--- src/logic/etp_pkg.sv ---
/*
  Package for the eight-bit timer with shared prescaler.
  Holds register offsets, field positions, reset values and timing counts.
  Assumes nothing beyond a SystemVerilog compiler.
*/
package etp_pkg;

  // Register offsets on the plain register port
  localparam logic [7:0] ADDR_TICK_COUNTER_VALUE = 8'h01;
  localparam logic [7:0] ADDR_INTERRUPT_CONTROL = 8'h0B;
  localparam logic [7:0] ADDR_OPTION_CONFIGURATION = 8'h81;

  // Option register fields
  localparam int OPT_COUNT_SOURCE_SELECT = 5;
  localparam int OPT_COUNT_EDGE_SELECT = 4;
  localparam int OPT_PRESCALER_ASSIGN = 3;
  localparam int OPT_RATE_MSB = 2;
  localparam int OPT_RATE_LSB = 0;
  localparam logic [7:0] OPTION_RESET = 8'hFF;

  // Interrupt control fields
  localparam int ICTL_OVERFLOW_IRQ_ENABLE = 5;
  localparam int ICTL_OVERFLOW_FLAG = 2;
  localparam logic [7:0] ICTL_RESET = 8'h00;

  // Counter reset value
  localparam logic [7:0] TICK_RESET = 8'h00;

  // Instruction cycle is four core clocks (four phases)
  localparam logic [1:0] PHASE_LAST = 2'h3;
  // Phases on which the pin is sampled (second and fourth)
  localparam logic [1:0] PHASE_SAMPLE_A = 2'h1;
  localparam logic [1:0] PHASE_SAMPLE_B = 2'h3;
  // Instruction cycles of counting inhibit after a counter write
  localparam logic [1:0] WRITE_INHIBIT_CYCLES = 2'h2;

  // Prescaler width
  localparam int PRESCALE_WIDTH = 8;

  // Sampled pin pair carried together
  typedef struct packed {
    logic now;
    logic prev;
  } etp_pin_t;

endpackage

--- src/logic/etp_timer.sv ---
/*
  Eight-bit timer/counter with one prescaler shared with the watchdog.
  Assumes the core supplies one instruction cycle as four i_clk periods,
  a sleep level, a watchdog-clear pulse, and a plain register port.
*/
`timescale 1ns/1ps
`default_nettype none
// How it works
// (RL1) Source bit picks instruction cycle or pin
// (RL2) Counter write holds counting two cycles
// (RL3) Edge bit: 0 rising, 1 falling
// (RL4) Wrap FFh to 00h sets overflow flag
// (RL5) Interrupt raised only while enable set
// (RL6) Software clears flag before re-enabling interrupt
// (RL7) Counter stops while asleep
// (RL8) Pin sampled on second and fourth phase
// (RL9) Pin high and low two oscillator periods
// (RL10) One prescaler, timer or watchdog only
// (RL11) Assign bit set: watchdog, clear: timer
// (RL12) Timer rate divides by two to code+1
// (RL13) Watchdog rate divides by two to code
// (RL14) Prescaler count hidden from software
// (RL15) Counter write clears prescaler when assigned to timer, keeps assignment
// (RL16) Watchdog clear resets watchdog, and prescaler when assigned to watchdog
// (RL17) Software sequence when moving prescaler to watchdog
// (RL18) Flag set regardless of enable bit
module etp_timer
(
  // Clock, reset, enable
  input wire logic i_clk,
  input wire logic i_reset,
  input wire logic i_ce,
  // Core status
  input wire logic i_sleep,
  input wire logic i_watchdog_clear_instruction,
  input wire logic i_watchdog_tick,
  // External count pin
  input wire logic i_external_count_pin,
  // Register port
  input wire logic [7:0] i_addr,
  input wire logic [7:0] i_wdata,
  input wire logic i_write,
  input wire logic i_read,
  output logic [7:0] o_rdata,
  // Outputs
  output logic o_irq,
  output logic o_watchdog_tick,
  output logic o_watchdog_clear
);

  // Registers
  logic [7:0] tick_counter_value;
  logic [7:0] option_configuration;
  logic overflow_irq_enable;
  logic overflow_flag;
  // Instruction phase counter
  logic [1:0] phase;
  // Pin synchroniser stages
  logic pin_meta;
  logic pin_sync;
  // Phase-sampled pin, current and previous
  etp_pkg::etp_pin_t pin_smp;
  // Inhibit countdown in instruction cycles
  logic [1:0] inhibit;
  // Hidden prescaler count
  logic [etp_pkg::PRESCALE_WIDTH-1:0] prescale_count;
  // Per-bit select for prescaler taps
  logic [7:0] tap_mask;

  // Decoded fields
  logic count_source_select;
  logic count_edge_select;
  logic prescaler_assign;
  logic [2:0] prescale_rate;
  logic cycle_end;
  logic pin_edge;
  logic source_tick;
  logic wd_source_tick;
  logic pre_in;
  logic pre_out;
  logic timer_tick;
  logic tick_write;
  logic ictl_write;
  logic opt_write;
  logic [etp_pkg::PRESCALE_WIDTH-1:0] next_prescale_count;

  assign count_source_select = option_configuration[etp_pkg::OPT_COUNT_SOURCE_SELECT];
  assign count_edge_select = option_configuration[etp_pkg::OPT_COUNT_EDGE_SELECT];
  assign prescaler_assign = option_configuration[etp_pkg::OPT_PRESCALER_ASSIGN];
  assign prescale_rate = option_configuration[etp_pkg::OPT_RATE_MSB:etp_pkg::OPT_RATE_LSB];
  assign cycle_end = (phase == etp_pkg::PHASE_LAST);

  // Address decode for writes
  always_comb
  begin
    tick_write = 1'b0;
    ictl_write = 1'b0;
    opt_write = 1'b0;
    if (i_write && i_addr == etp_pkg::ADDR_TICK_COUNTER_VALUE)
    begin
      tick_write = 1'b1;
    end
    else if (i_write && i_addr == etp_pkg::ADDR_INTERRUPT_CONTROL)
    begin
      ictl_write = 1'b1;
    end
    else if (i_write && i_addr == etp_pkg::ADDR_OPTION_CONFIGURATION)
    begin
      opt_write = 1'b1;
    end
  end

  // Four-phase instruction cycle; frozen in sleep, while the synchroniser and the watchdog-side prescaler keep running
  always_ff @(posedge i_clk)
  begin
    if (i_reset)
    begin
      phase <= 2'h0;
    end
    else if (i_ce && !i_sleep)
    begin
      phase <= phase + 2'h1;
    end
  end

  // Two-flop synchroniser; first stage read only by second
  always_ff @(posedge i_clk)
  begin
    if (i_reset)
    begin
      pin_meta <= 1'b0;
      pin_sync <= 1'b0;
    end
    else if (i_ce)
    begin
      pin_meta <= i_external_count_pin;
      pin_sync <= pin_meta;
    end
  end

  // (RL8) Phase two/four sampling
  // Pulses shorter than two phases can be missed by design.
  always_ff @(posedge i_clk)
  begin
    if (i_reset)
    begin
      pin_smp <= '0;
    end
    else if (i_ce && !i_sleep && (phase == etp_pkg::PHASE_SAMPLE_A || phase == etp_pkg::PHASE_SAMPLE_B))
    begin
      pin_smp.prev <= pin_smp.now;
      pin_smp.now <= pin_sync;
    end
  end

  // (RL3) Edge polarity select
  // At phase four the pair holds last cycle's fourth and this cycle's second sample;
  // the live fourth sample closes the window, so an edge in either half counts once.
  assign pin_edge = count_edge_select ?
    ((pin_smp.prev && !pin_smp.now) || (pin_smp.now && !pin_sync)) :
    ((!pin_smp.prev && pin_smp.now) || (!pin_smp.now && pin_sync));

  // (RL1) Source select
  // Pin edge is acted on once per instruction cycle at its end
  assign source_tick = cycle_end && (count_source_select ? pin_edge : 1'b1);

  // (RL10) One prescaler input, by assignment
  assign wd_source_tick = i_watchdog_tick;
  // (RL11) Route by assign bit
  assign pre_in = prescaler_assign ? wd_source_tick : source_tick;

  // Tap select: bit k set means count bits 0..k all ones
  generate
    for (genvar k = 0; k < 8; k++)
    begin : g_tap
      assign tap_mask[k] = &prescale_count[k:0];
    end
  endgenerate

  // (RL12) (RL13) Tap by rate: timer 2^(code+1), watchdog 2^code
  always_comb
  begin
    pre_out = 1'b0;
    if (prescaler_assign)
    begin
      if (prescale_rate == 3'h0)
      begin
        pre_out = pre_in;
      end
      else
      begin
        pre_out = pre_in && tap_mask[3'(prescale_rate - 3'h1)];
      end
    end
    else
    begin
      pre_out = pre_in && tap_mask[prescale_rate];
    end
  end

  // (RL10) Side without the prescaler runs undivided
  assign timer_tick = prescaler_assign ? source_tick : pre_out;

  // Prescaler next value
  always_comb
  begin
    next_prescale_count = prescale_count;
    if (pre_in && !pre_out)
    begin
      next_prescale_count = prescale_count + 8'h01;
    end
    else if (pre_out)
    begin
      next_prescale_count = 8'h00;
    end
  end

  // (RL14) Prescaler count has no register address
  always_ff @(posedge i_clk)
  begin
    if (i_reset)
    begin
      prescale_count <= 8'h00;
    end
    else if (i_ce)
    begin
      // (RL15) Counter write clears prescaler
      if (tick_write && !prescaler_assign)
      begin
        prescale_count <= 8'h00;
      end
      // (RL16) Watchdog clear clears prescaler
      else if (i_watchdog_clear_instruction && prescaler_assign)
      begin
        prescale_count <= 8'h00;
      end
      // (RL7) Timer side frozen in sleep
      else if (!i_sleep || prescaler_assign)
      begin
        prescale_count <= next_prescale_count;
      end
    end
  end

  // (RL16) Watchdog clear and tick handed to the watchdog unit
  always_ff @(posedge i_clk)
  begin
    if (i_reset)
    begin
      o_watchdog_clear <= 1'b0;
      o_watchdog_tick <= 1'b0;
    end
    else if (i_ce)
    begin
      o_watchdog_clear <= i_watchdog_clear_instruction;
      o_watchdog_tick <= prescaler_assign ? pre_out : wd_source_tick;
    end
  end

  // (RL2) Two-cycle inhibit after counter write
  always_ff @(posedge i_clk)
  begin
    if (i_reset)
    begin
      inhibit <= 2'h0;
    end
    else if (i_ce)
    begin
      if (tick_write)
      begin
        inhibit <= etp_pkg::WRITE_INHIBIT_CYCLES;
      end
      else if (cycle_end && !i_sleep && inhibit != 2'h0)
      begin
        inhibit <= inhibit - 2'h1;
      end
    end
  end

  // Counter; write wins over increment
  always_ff @(posedge i_clk)
  begin
    if (i_reset)
    begin
      tick_counter_value <= etp_pkg::TICK_RESET;
    end
    else if (i_ce)
    begin
      if (tick_write)
      begin
        tick_counter_value <= i_wdata;
      end
      // (RL7) No counting asleep
      else if (timer_tick && !i_sleep && inhibit == 2'h0)
      begin
        tick_counter_value <= tick_counter_value + 8'h01;
      end
    end
  end

  // Option register, reset to all ones
  always_ff @(posedge i_clk)
  begin
    if (i_reset)
    begin
      option_configuration <= etp_pkg::OPTION_RESET;
    end
    else if (i_ce && opt_write)
    begin
      // (RL17) Reassignment safety left to software
      option_configuration <= i_wdata;
    end
  end

  // Interrupt control: enable bit and sticky flag
  always_ff @(posedge i_clk)
  begin
    if (i_reset)
    begin
      overflow_irq_enable <= 1'b0;
      overflow_flag <= 1'b0;
    end
    else if (i_ce)
    begin
      if (ictl_write)
      begin
        overflow_irq_enable <= i_wdata[etp_pkg::ICTL_OVERFLOW_IRQ_ENABLE];
      end
      // (RL4) (RL18) Wrap sets flag, set beats clear
      if (!tick_write && timer_tick && !i_sleep && inhibit == 2'h0 && tick_counter_value == 8'hFF)
      begin
        overflow_flag <= 1'b1;
      end
      // (RL6) Write one clears flag
      else if (ictl_write && i_wdata[etp_pkg::ICTL_OVERFLOW_FLAG])
      begin
        overflow_flag <= 1'b0;
      end
    end
  end

  // (RL5) Masked level interrupt
  always_ff @(posedge i_clk)
  begin
    if (i_reset)
    begin
      o_irq <= 1'b0;
    end
    else if (i_ce)
    begin
      o_irq <= overflow_flag && overflow_irq_enable;
    end
  end

  // Read data one cycle after strobe; unmapped reads zero
  always_ff @(posedge i_clk)
  begin
    if (i_reset)
    begin
      o_rdata <= 8'h00;
    end
    else if (i_ce)
    begin
      if (!i_read)
      begin
        o_rdata <= 8'h00;
      end
      else if (i_addr == etp_pkg::ADDR_TICK_COUNTER_VALUE)
      begin
        o_rdata <= tick_counter_value;
      end
      else if (i_addr == etp_pkg::ADDR_INTERRUPT_CONTROL)
      begin
        o_rdata <= {2'h0, overflow_irq_enable, 2'h0, overflow_flag, 2'h0};
      end
      else if (i_addr == etp_pkg::ADDR_OPTION_CONFIGURATION)
      begin
        o_rdata <= option_configuration;
      end
      else
      begin
        o_rdata <= 8'h00;
      end
    end
  end

endmodule
`default_nettype wire

--- config.mk ---
export PLATFORM = sky130hd
export DESIGN_NAME = etp_timer
export DESIGN_NICKNAME = d
export VERILOG_FILES = /design/src/logic/etp_pkg.sv /design/src/logic/etp_timer.sv
export SDC_FILE = /design/constraint.sdc
export NUM_CORES = 1
export LEC_CHECK = 0
export BUFFER_PORTS_ARGS = -buffer_cell sky130_fd_sc_hd__buf_4
export CAP_MARGIN = 20
export CELL_PAD_IN_SITES_DETAIL_PLACEMENT = 1
export CELL_PAD_IN_SITES_GLOBAL_PLACEMENT = 1
export CORE_MARGIN = 2
export CORE_UTILIZATION = 42
export CTS_CLUSTER_DIAMETER = 30
export DETAILED_ROUTE_END_ITERATION = 16
export PLACE_DENSITY_LB_ADDON = 0.1
export SETUP_SLACK_MARGIN = 0.02
export SLEW_MARGIN = 5
export SYNTH_ARGS = -nofsm -noshare
export SYNTH_HDL_FRONTEND = slang
export SYNTH_SLANG_ARGS = --single-unit
--- constraint.sdc ---
create_clock -name i_clk -period 2.4 [get_ports i_clk]
set_input_delay 0.24 -clock i_clk [delete_from_list [all_inputs] [get_ports i_clk]]
set_output_delay 0.24 -clock i_clk [all_outputs]
set_load 0.01 [all_outputs]
# Yosys cells after proc, flatten, opt, wreduce, memory -nomap -nowiden
# Cells that the tools add are included.
[totals]
latchBits = 0
elab_cells = 117
mem_bits_rw = 0
output_inout_bits = 11
ff_bits = 45
mem_bits_ro = 0
memories = 0
in_bits = 25
[classes]
bitwise_logic = 0
n_reduce_logical = 57
n_mux = 32
n_lt_le_gt_ge = 2
n_mul = 0
addsub = 5
div_mod_pow = 0
shifts = 0
n_eq_ne = 6
[op_table]
columns = ["cell", "n"]
rows = [
  ["8-bit 2-to-1 mux", 11],
  ["1-bit logical AND", 26],
  ["1-bit 2-to-1 mux", 17],
  ["8-bit by 1-bit adder with 8-bit output, second input constant", 2],
  ["8-bit == test, second input constant", 2],
  ["2-bit AND reduction", 5],
  ["8-bit by 1-bit == test with 1-bit output, second input constant", 1],
  ["8-bit by 4-bit == test with 1-bit output, second input constant", 1],
  ["3-bit by 4-bit < comparator with 1-bit output, second input constant", 2],
  ["8-bit AND reduction", 1],
  ["2-bit nonzero test", 4],
  ["1-bit logical NOT", 7],
  ["7-bit AND reduction", 1],
  ["1-bit binary-select mux with 3-bit select", 2],
  ["3-bit AND reduction", 2],
  ["6-bit AND reduction", 1],
  ["5-bit AND reduction", 1],
  ["1-bit logical OR", 4],
  ["2-bit 2-to-1 mux", 2],
  ["4-bit AND reduction", 1],
  ["4-bit nonzero test", 1],
  ["3-bit logical NOT", 1],
  ["3-bit nonzero test", 1],
  ["3-bit by 1-bit subtractor with 3-bit output, second input constant", 1],
  ["other kinds (5)", 5],
]

# Depth between registers and ports, before layout
[logic_depth]
depth_word = 17
depth_mapped = 10
depth_no_buf = 10

# Least setup slack after synthesis
# Ideal clock, no wire load.
[synth_timing]
kind = "flip-flop to flip-flop"
start = "reg option_configuration[0]"
end = "reg prescale_count[3] in the netlist's numbering"
path_buffers = 1
period_less_slack_ns = 2.149
t_arrival_ns = 2.079
required_time_ns = 2.330
slack_ns = 0.251
setup_ns = 0.070
path_stages_with_launch = 10
cell_sequence = "dfxtp_1 buf_2 inv_1 ha_1 mux2i_1 o22ai_1 a211o_1 o21ai_1 o2111ai_1 a21oi_1"
[synth_between]
elab_chain_len = 12
word_cells_on_any_way = 18
cone_classes = "1 x add/sub; 10 x mux; 7 x reduce/logical"
[synth_lines]
columns = ["item", "line_no", "rtl"]
rows = [
  ["from (decl)", "etp_timer.sv:53", "logic [7:0] option_configuration;"],
  ["from (signal assigned)", "etp_timer.sv:306", "option_configuration <= etp_pkg::OPTION_RESET;"],
  ["from (signal assigned)", "etp_timer.sv:311", "option_configuration <= i_wdata;"],
  ["3-bit by 1-bit subtractor with 3-bit output", "etp_timer.sv:192", "pre_out = pre_in && tap_mask[3'(prescale_rate - 3'h1)];"],
  ["1-bit binary-select mux with 3-bit select", "etp_timer.sv:192", ""],
  ["1-bit 2-to-1 mux (not written as such)", "etp_timer.sv:192", ""],
  ["1-bit logical AND", "etp_timer.sv:192", ""],
  ["1-bit 2-to-1 mux", "etp_timer.sv:186", "if (prescale_rate == 3'h0)"],
  ["1-bit 2-to-1 mux *", "etp_timer.sv:184", "if (prescaler_assign)"],
  ["1-bit logical NOT", "etp_timer.sv:208", "if (pre_in && !pre_out)"],
  ["1-bit logical AND", "etp_timer.sv:208", ""],
  ["8-bit 2-to-1 mux", "etp_timer.sv:208", ""],
  ["8-bit 2-to-1 mux", "etp_timer.sv:238", "else if (!i_sleep || prescaler_assign)"],
  ["8-bit 2-to-1 mux", "etp_timer.sv:233", "else if (i_watchdog_clear_instruction && prescaler_assign)"],
  ["8-bit 2-to-1 mux", "etp_timer.sv:228", "if (tick_write && !prescaler_assign)"],
  ["to (signal assigned)", "etp_timer.sv:240", "prescale_count <= next_prescale_count;"],
  ["to (decl)", "etp_timer.sv:66", "logic [etp_pkg::PRESCALE_WIDTH-1:0] prescale_count;"],
]
# Every way passes the cells marked *; elsewhere a longest branch is shown, timed or not. The select of a mux whose other input is x is not followed.
# A chain may end at the register's enable or synchronous reset.

# Final worst setup path
[layout_timing]
start = "reg prescale_count[1] in the netlist's numbering"
end = "reg prescale_count[4] in the netlist's numbering"
[layout_between]
elab_chain_len = 12
word_cells_on_any_way = 24
cone_classes = "1 x add/sub; 10 x mux; 13 x reduce/logical"
[layout_lines]
columns = ["item", "line_no", "rtl"]
rows = [
  ["8-bit AND reduction (tied with other cells)", "etp_timer.sv:176", "assign tap_mask[k] = &prescale_count[k:0];"],
  ["1-bit binary-select mux with 3-bit select", "etp_timer.sv:192", ""],
  ["1-bit 2-to-1 mux (not written as such)", "etp_timer.sv:192", ""],
  ["1-bit logical AND", "etp_timer.sv:192", ""],
  ["1-bit 2-to-1 mux", "etp_timer.sv:186", ""],
  ["1-bit 2-to-1 mux", "etp_timer.sv:184", ""],
  ["1-bit logical NOT", "etp_timer.sv:208", ""],
  ["1-bit logical AND", "etp_timer.sv:208", ""],
  ["8-bit 2-to-1 mux", "etp_timer.sv:208", ""],
  ["8-bit 2-to-1 mux", "etp_timer.sv:238", ""],
  ["8-bit 2-to-1 mux", "etp_timer.sv:233", ""],
  ["8-bit 2-to-1 mux", "etp_timer.sv:228", ""],
]
# Parallel ways exist; a longest one is shown, timed or not. The select of a mux whose other input is x is not followed.

==> flow_metrics.env <==
export IMPL_dp_slack_ns=0.06646
export IMPL_antenna_found_initial=0
export IMPL_syn_avg_cell_area_um2=8.105
export IMPL_worst_endpoint_required_ns=2.64
export IMPL_die_area_um2=6820
export IMPL_ys_types=52
export IMPL_ys_flop_type="dfxtp_1"
export IMPL_drc=0
export IMPL_clkTransAtPathRegs_ns=0.09
export IMPL_grt_pass1_wl_um=12260
export IMPL_slew_headroom_pct=55.64
export IMPL_cts_tree="done"
export IMPL_final_layout_size_suffix_gt1_share_pct=18.72
export IMPL_core_area_um2=5956
export IMPL_grt_start_max_net_pins=52
export IMPL_arrival_ns=2.49
export IMPL_drtAntennaViolNets=0
export IMPL_rr_startpoint="prescale_count[1]"
export IMPL_wl_um=7516
export IMPL_crit_top_cell="buf_4"
export IMPL_synth_mux_area_share_pct=4.342
export IMPL_worstSetupEndpointType="flip-flop"
export IMPL_path_buf_inv=2
export IMPL_status="finished, final reports clean"
export IMPL_p_leak_uw=0.001276
export IMPL_wl_per_cell_um=17.36
export IMPL_fin_util_pct=52.23
export IMPL_worstSetupStartpointType="flip-flop"
export IMPL_seq_area_frac_synth_pct=34.73
export IMPL_htreeDepth=2
export IMPL_ys_ff_latch=45
export IMPL_die_y_um=82.59
export IMPL_hp_class="in -> reg"
export IMPL_powerDensity_nw_per_um2=474.8
export IMPL_gp_congestion=0.8688
export IMPL_path_class="reg -> reg"
export IMPL_fin_total_pwr_uw=1477
export IMPL_worst_skew_pair_late_latency_ns=0.31
export IMPL_hpwl_um=5420
export IMPL_die_w_um=82.59
export IMPL_synthSimpleGateAreaFrac_pct=27.69
export IMPL_setup_ws_ns=0.1498
export IMPL_tightestPinTransition_ns=0.6610
export IMPL_syn_inst=320
export IMPL_initial_core_util_pct=43.55
export IMPL_overflow=0
export IMPL_drtIter0Drc=103
export IMPL_syn_to_final_growth_pct=19.92
export IMPL_grt_pass1_vias=2576
export IMPL_antenna_cells=0
export IMPL_synth_fp_nets=354
export IMPL_crit_family="compound AO/OA/AOI/OAI gates"
export IMPL_reg2reg_to="prescale_count[4]"
export IMPL_setup_tns_ns=0
export IMPL_cts_sinks=45
export IMPL_io_pins=36
export IMPL_synthAdderAreaFrac_pct=4.342
export IMPL_firstDrtPassIters=4
export IMPL_yosysWarnings=0
export IMPL_fin_worst_skew_ns=0.003483
export IMPL_path_max_fanout=8
export IMPL_fin_crit_ns=2.250
export IMPL_path_cells="ha_4, ha_1, mux2_1, a311oi_1, nor4_2, buf_4, a21oi_2, buf_4, nand4_1, a21oi_1"
export IMPL_clockRootBuffer="clkbuf_8"
export IMPL_synth_async_reset_ratio_pct=0
export IMPL_cpMaxStageDelayCell="dfxtp_1"
export IMPL_path_depth=10
export IMPL_cap_violations=0
export IMPL_cts_buffers=5
export IMPL_slew_viol_final=0
export IMPL_synth_top_family_by_area="simple AND/OR/NAND/NOR gates"
export IMPL_portBuffers=35
export IMPL_rsz0062_at_grt="no"
export IMPL_synth_compound_area_share_pct=23.44
export IMPL_vias_per_cell=5.924
export IMPL_hold_violations=0
export IMPL_vias=2565
export IMPL_vdd_drop_max_mv=0.3393
export IMPL_max_stage_delay_ns=0.36
export IMPL_crit_start="prescale_count[1]"
export IMPL_grtUsageTotal_pct=23.31
export IMPL_clock_path_buffers=2
export IMPL_reg2reg_slack_ns=0.15
export IMPL_synth_edf_count=0
export IMPL_synthXorXnorAreaFrac_pct=1.013
export IMPL_ctsHoldBuffers=0
export IMPL_synth_area_um2=2594
export IMPL_setup_violations=0
export IMPL_ff2ff_path_depth=10
export IMPL_fin_nets=391
export IMPL_hold_start="i_external_count_pin"
export IMPL_endpoint="prescale_count[4]"
export IMPL_fp_row_count=28
export IMPL_period_share_pct=93.76
export IMPL_fmax_ghz=0.4444
[Yosys cell counts, types with 2 or more instances]
cell	count	area, um^2
nor2b_1	13	81.33
a22o_1	6	52.55
mux2i_1	9	90.09
buf_1	3	11.26
o221ai_1	2	17.52
buf_2	5	25.02
inv_1	8	30.03
a211oi_1	3	22.52
nor3_1	8	40.04
nor3b_1	3	22.52
o32ai_1	6	52.55
nor2_1	28	105.1
ha_1	9	112.6
nor4_1	3	18.77
nand3_1	9	45.04
nand4_1	6	37.54
clkbuf_1	12	45.04
and2_1	4	25.02
a32oi_1	2	17.52
o211ai_1	2	15.01
o2111ai_1	3	26.28
and3_1	14	87.58
a311oi_1	2	17.52
a22oi_1	4	30.03
xnor2_1	2	17.52
dfxtp_1	45	900.9
o21ai_1	3	15.01
and4_1	2	17.52
nand2_1	27	101.4
a21oi_1	34	170.2
nand2b_1	12	75.07
a31oi_1	2	12.51
a211o_1	10	87.58
[cell families (layout without fill, tap and decap cells)]
group | Yosys count | count (layout)
AND/OR/NAND/NOR | 135 | 135
AO/OA/AOI/OAI | 88 | 88
flip-flops | 45 | 45
buffers and inverters | 29 | 67
multiplexers | 11 | 11
adder cells (fa/ha/maj) | 9 | 9
XOR/XNOR | 3 | 3
[repair_timing]
action	4_1_cts	5_1_grt
resized for setup	0	3
setup buffers	0	1
setup endpoints to repair	0	9
[how the worst min path moves through the flow]
stage / to / slack (ns) / depth (start not counted)
global placement: option_configuration[6] / 0.45 / 1
detailed placement: option_configuration[6] / 0.45 / 1
global route: o_watchdog_clear / 0.20 / 3
finish: pin_meta / 0.17 / 3
floorplan: pin_meta / 0.39 / 2
CTS: pin_meta / 0.16 / 3
[registers in the layout (all words and copies together), names as in the netlist, 2 cells and up]
signal,cells
inhibit,2
o_rdata,8
option_configuration,8
phase,2
pin_smp,2
prescale_count,8
tick_counter_value,8
[per-layer routing]
layer / part of all wire [%] / track usage, % / wire length [um] / vias to the layer above
met4: 1.3 / 5.902 / 100 / 0
met3: 4.3 / 4.783 / 321 / 10
met5: 0 / 0 / 0 / -
li1: - / - / - / 1252
met2: 51 / 41.13 / 3818 / 56
met1: 44 / 28.85 / 3274 / 1247
[cell type report]
cell class	count	area, um^2
fill	730	2845
multi-input combinational	246	1592
sequential	45	900.9
timing repair buffer	50	375.4
tap	75	93.84
clock buffer	5	68.82
clock inverter	3	46.29
inverter	9	33.78
[worst register-to-register path: stages, from the launching register on]
cell and delay, ns:
dfxtp_1 0.36, ha_4 0.19, ha_1 0.19, mux2_1 0.30, a311oi_1 0.33, nor4_2 0.12, buf_4 0.16, a21oi_2 0.11
buf_4 0.18, nand4_1 0.11, a21oi_1 0.16
[report_power, final]
| group | leakage [uW] | switching [uW] | internal, uW |
|---|---|---|---|
| clock network | 0.0000543 | 293 | 312 |
| registers | 0.000364 | 4.71 | 752 |
| logic | 0.000858 | 64.1 | 51.1 |
[layout by cell type (no fill, tap or decap), types with 9 or more instances in the layout]
cell / count
a211o_1: 10
a21oi_1: 34
and3_1: 14
buf_4: 50
dfxtp_1: 45
mux2i_1: 9
nand2_1: 27
nand2b_1: 12
nand3_1: 9
nor2_1: 28
nor2b_1: 13
[through the flow]
| stage | cells | cell area, um^2 | hold WS (ns) |
|---|---|---|---|
| after global placement | 424 | 2974 | 0.4467 |
| final | 433 | 3110 | 0.1653 |
| after floorplan | 320 | 2594 | 0.3872 |
| after global routing | 433 | 3110 | 0.1989 |
| after CTS | 432 | 3089 | 0.1611 |
| after detailed placement | 424 | 2974 | 0.4535 |
Power figures use the tool's default switching activity.
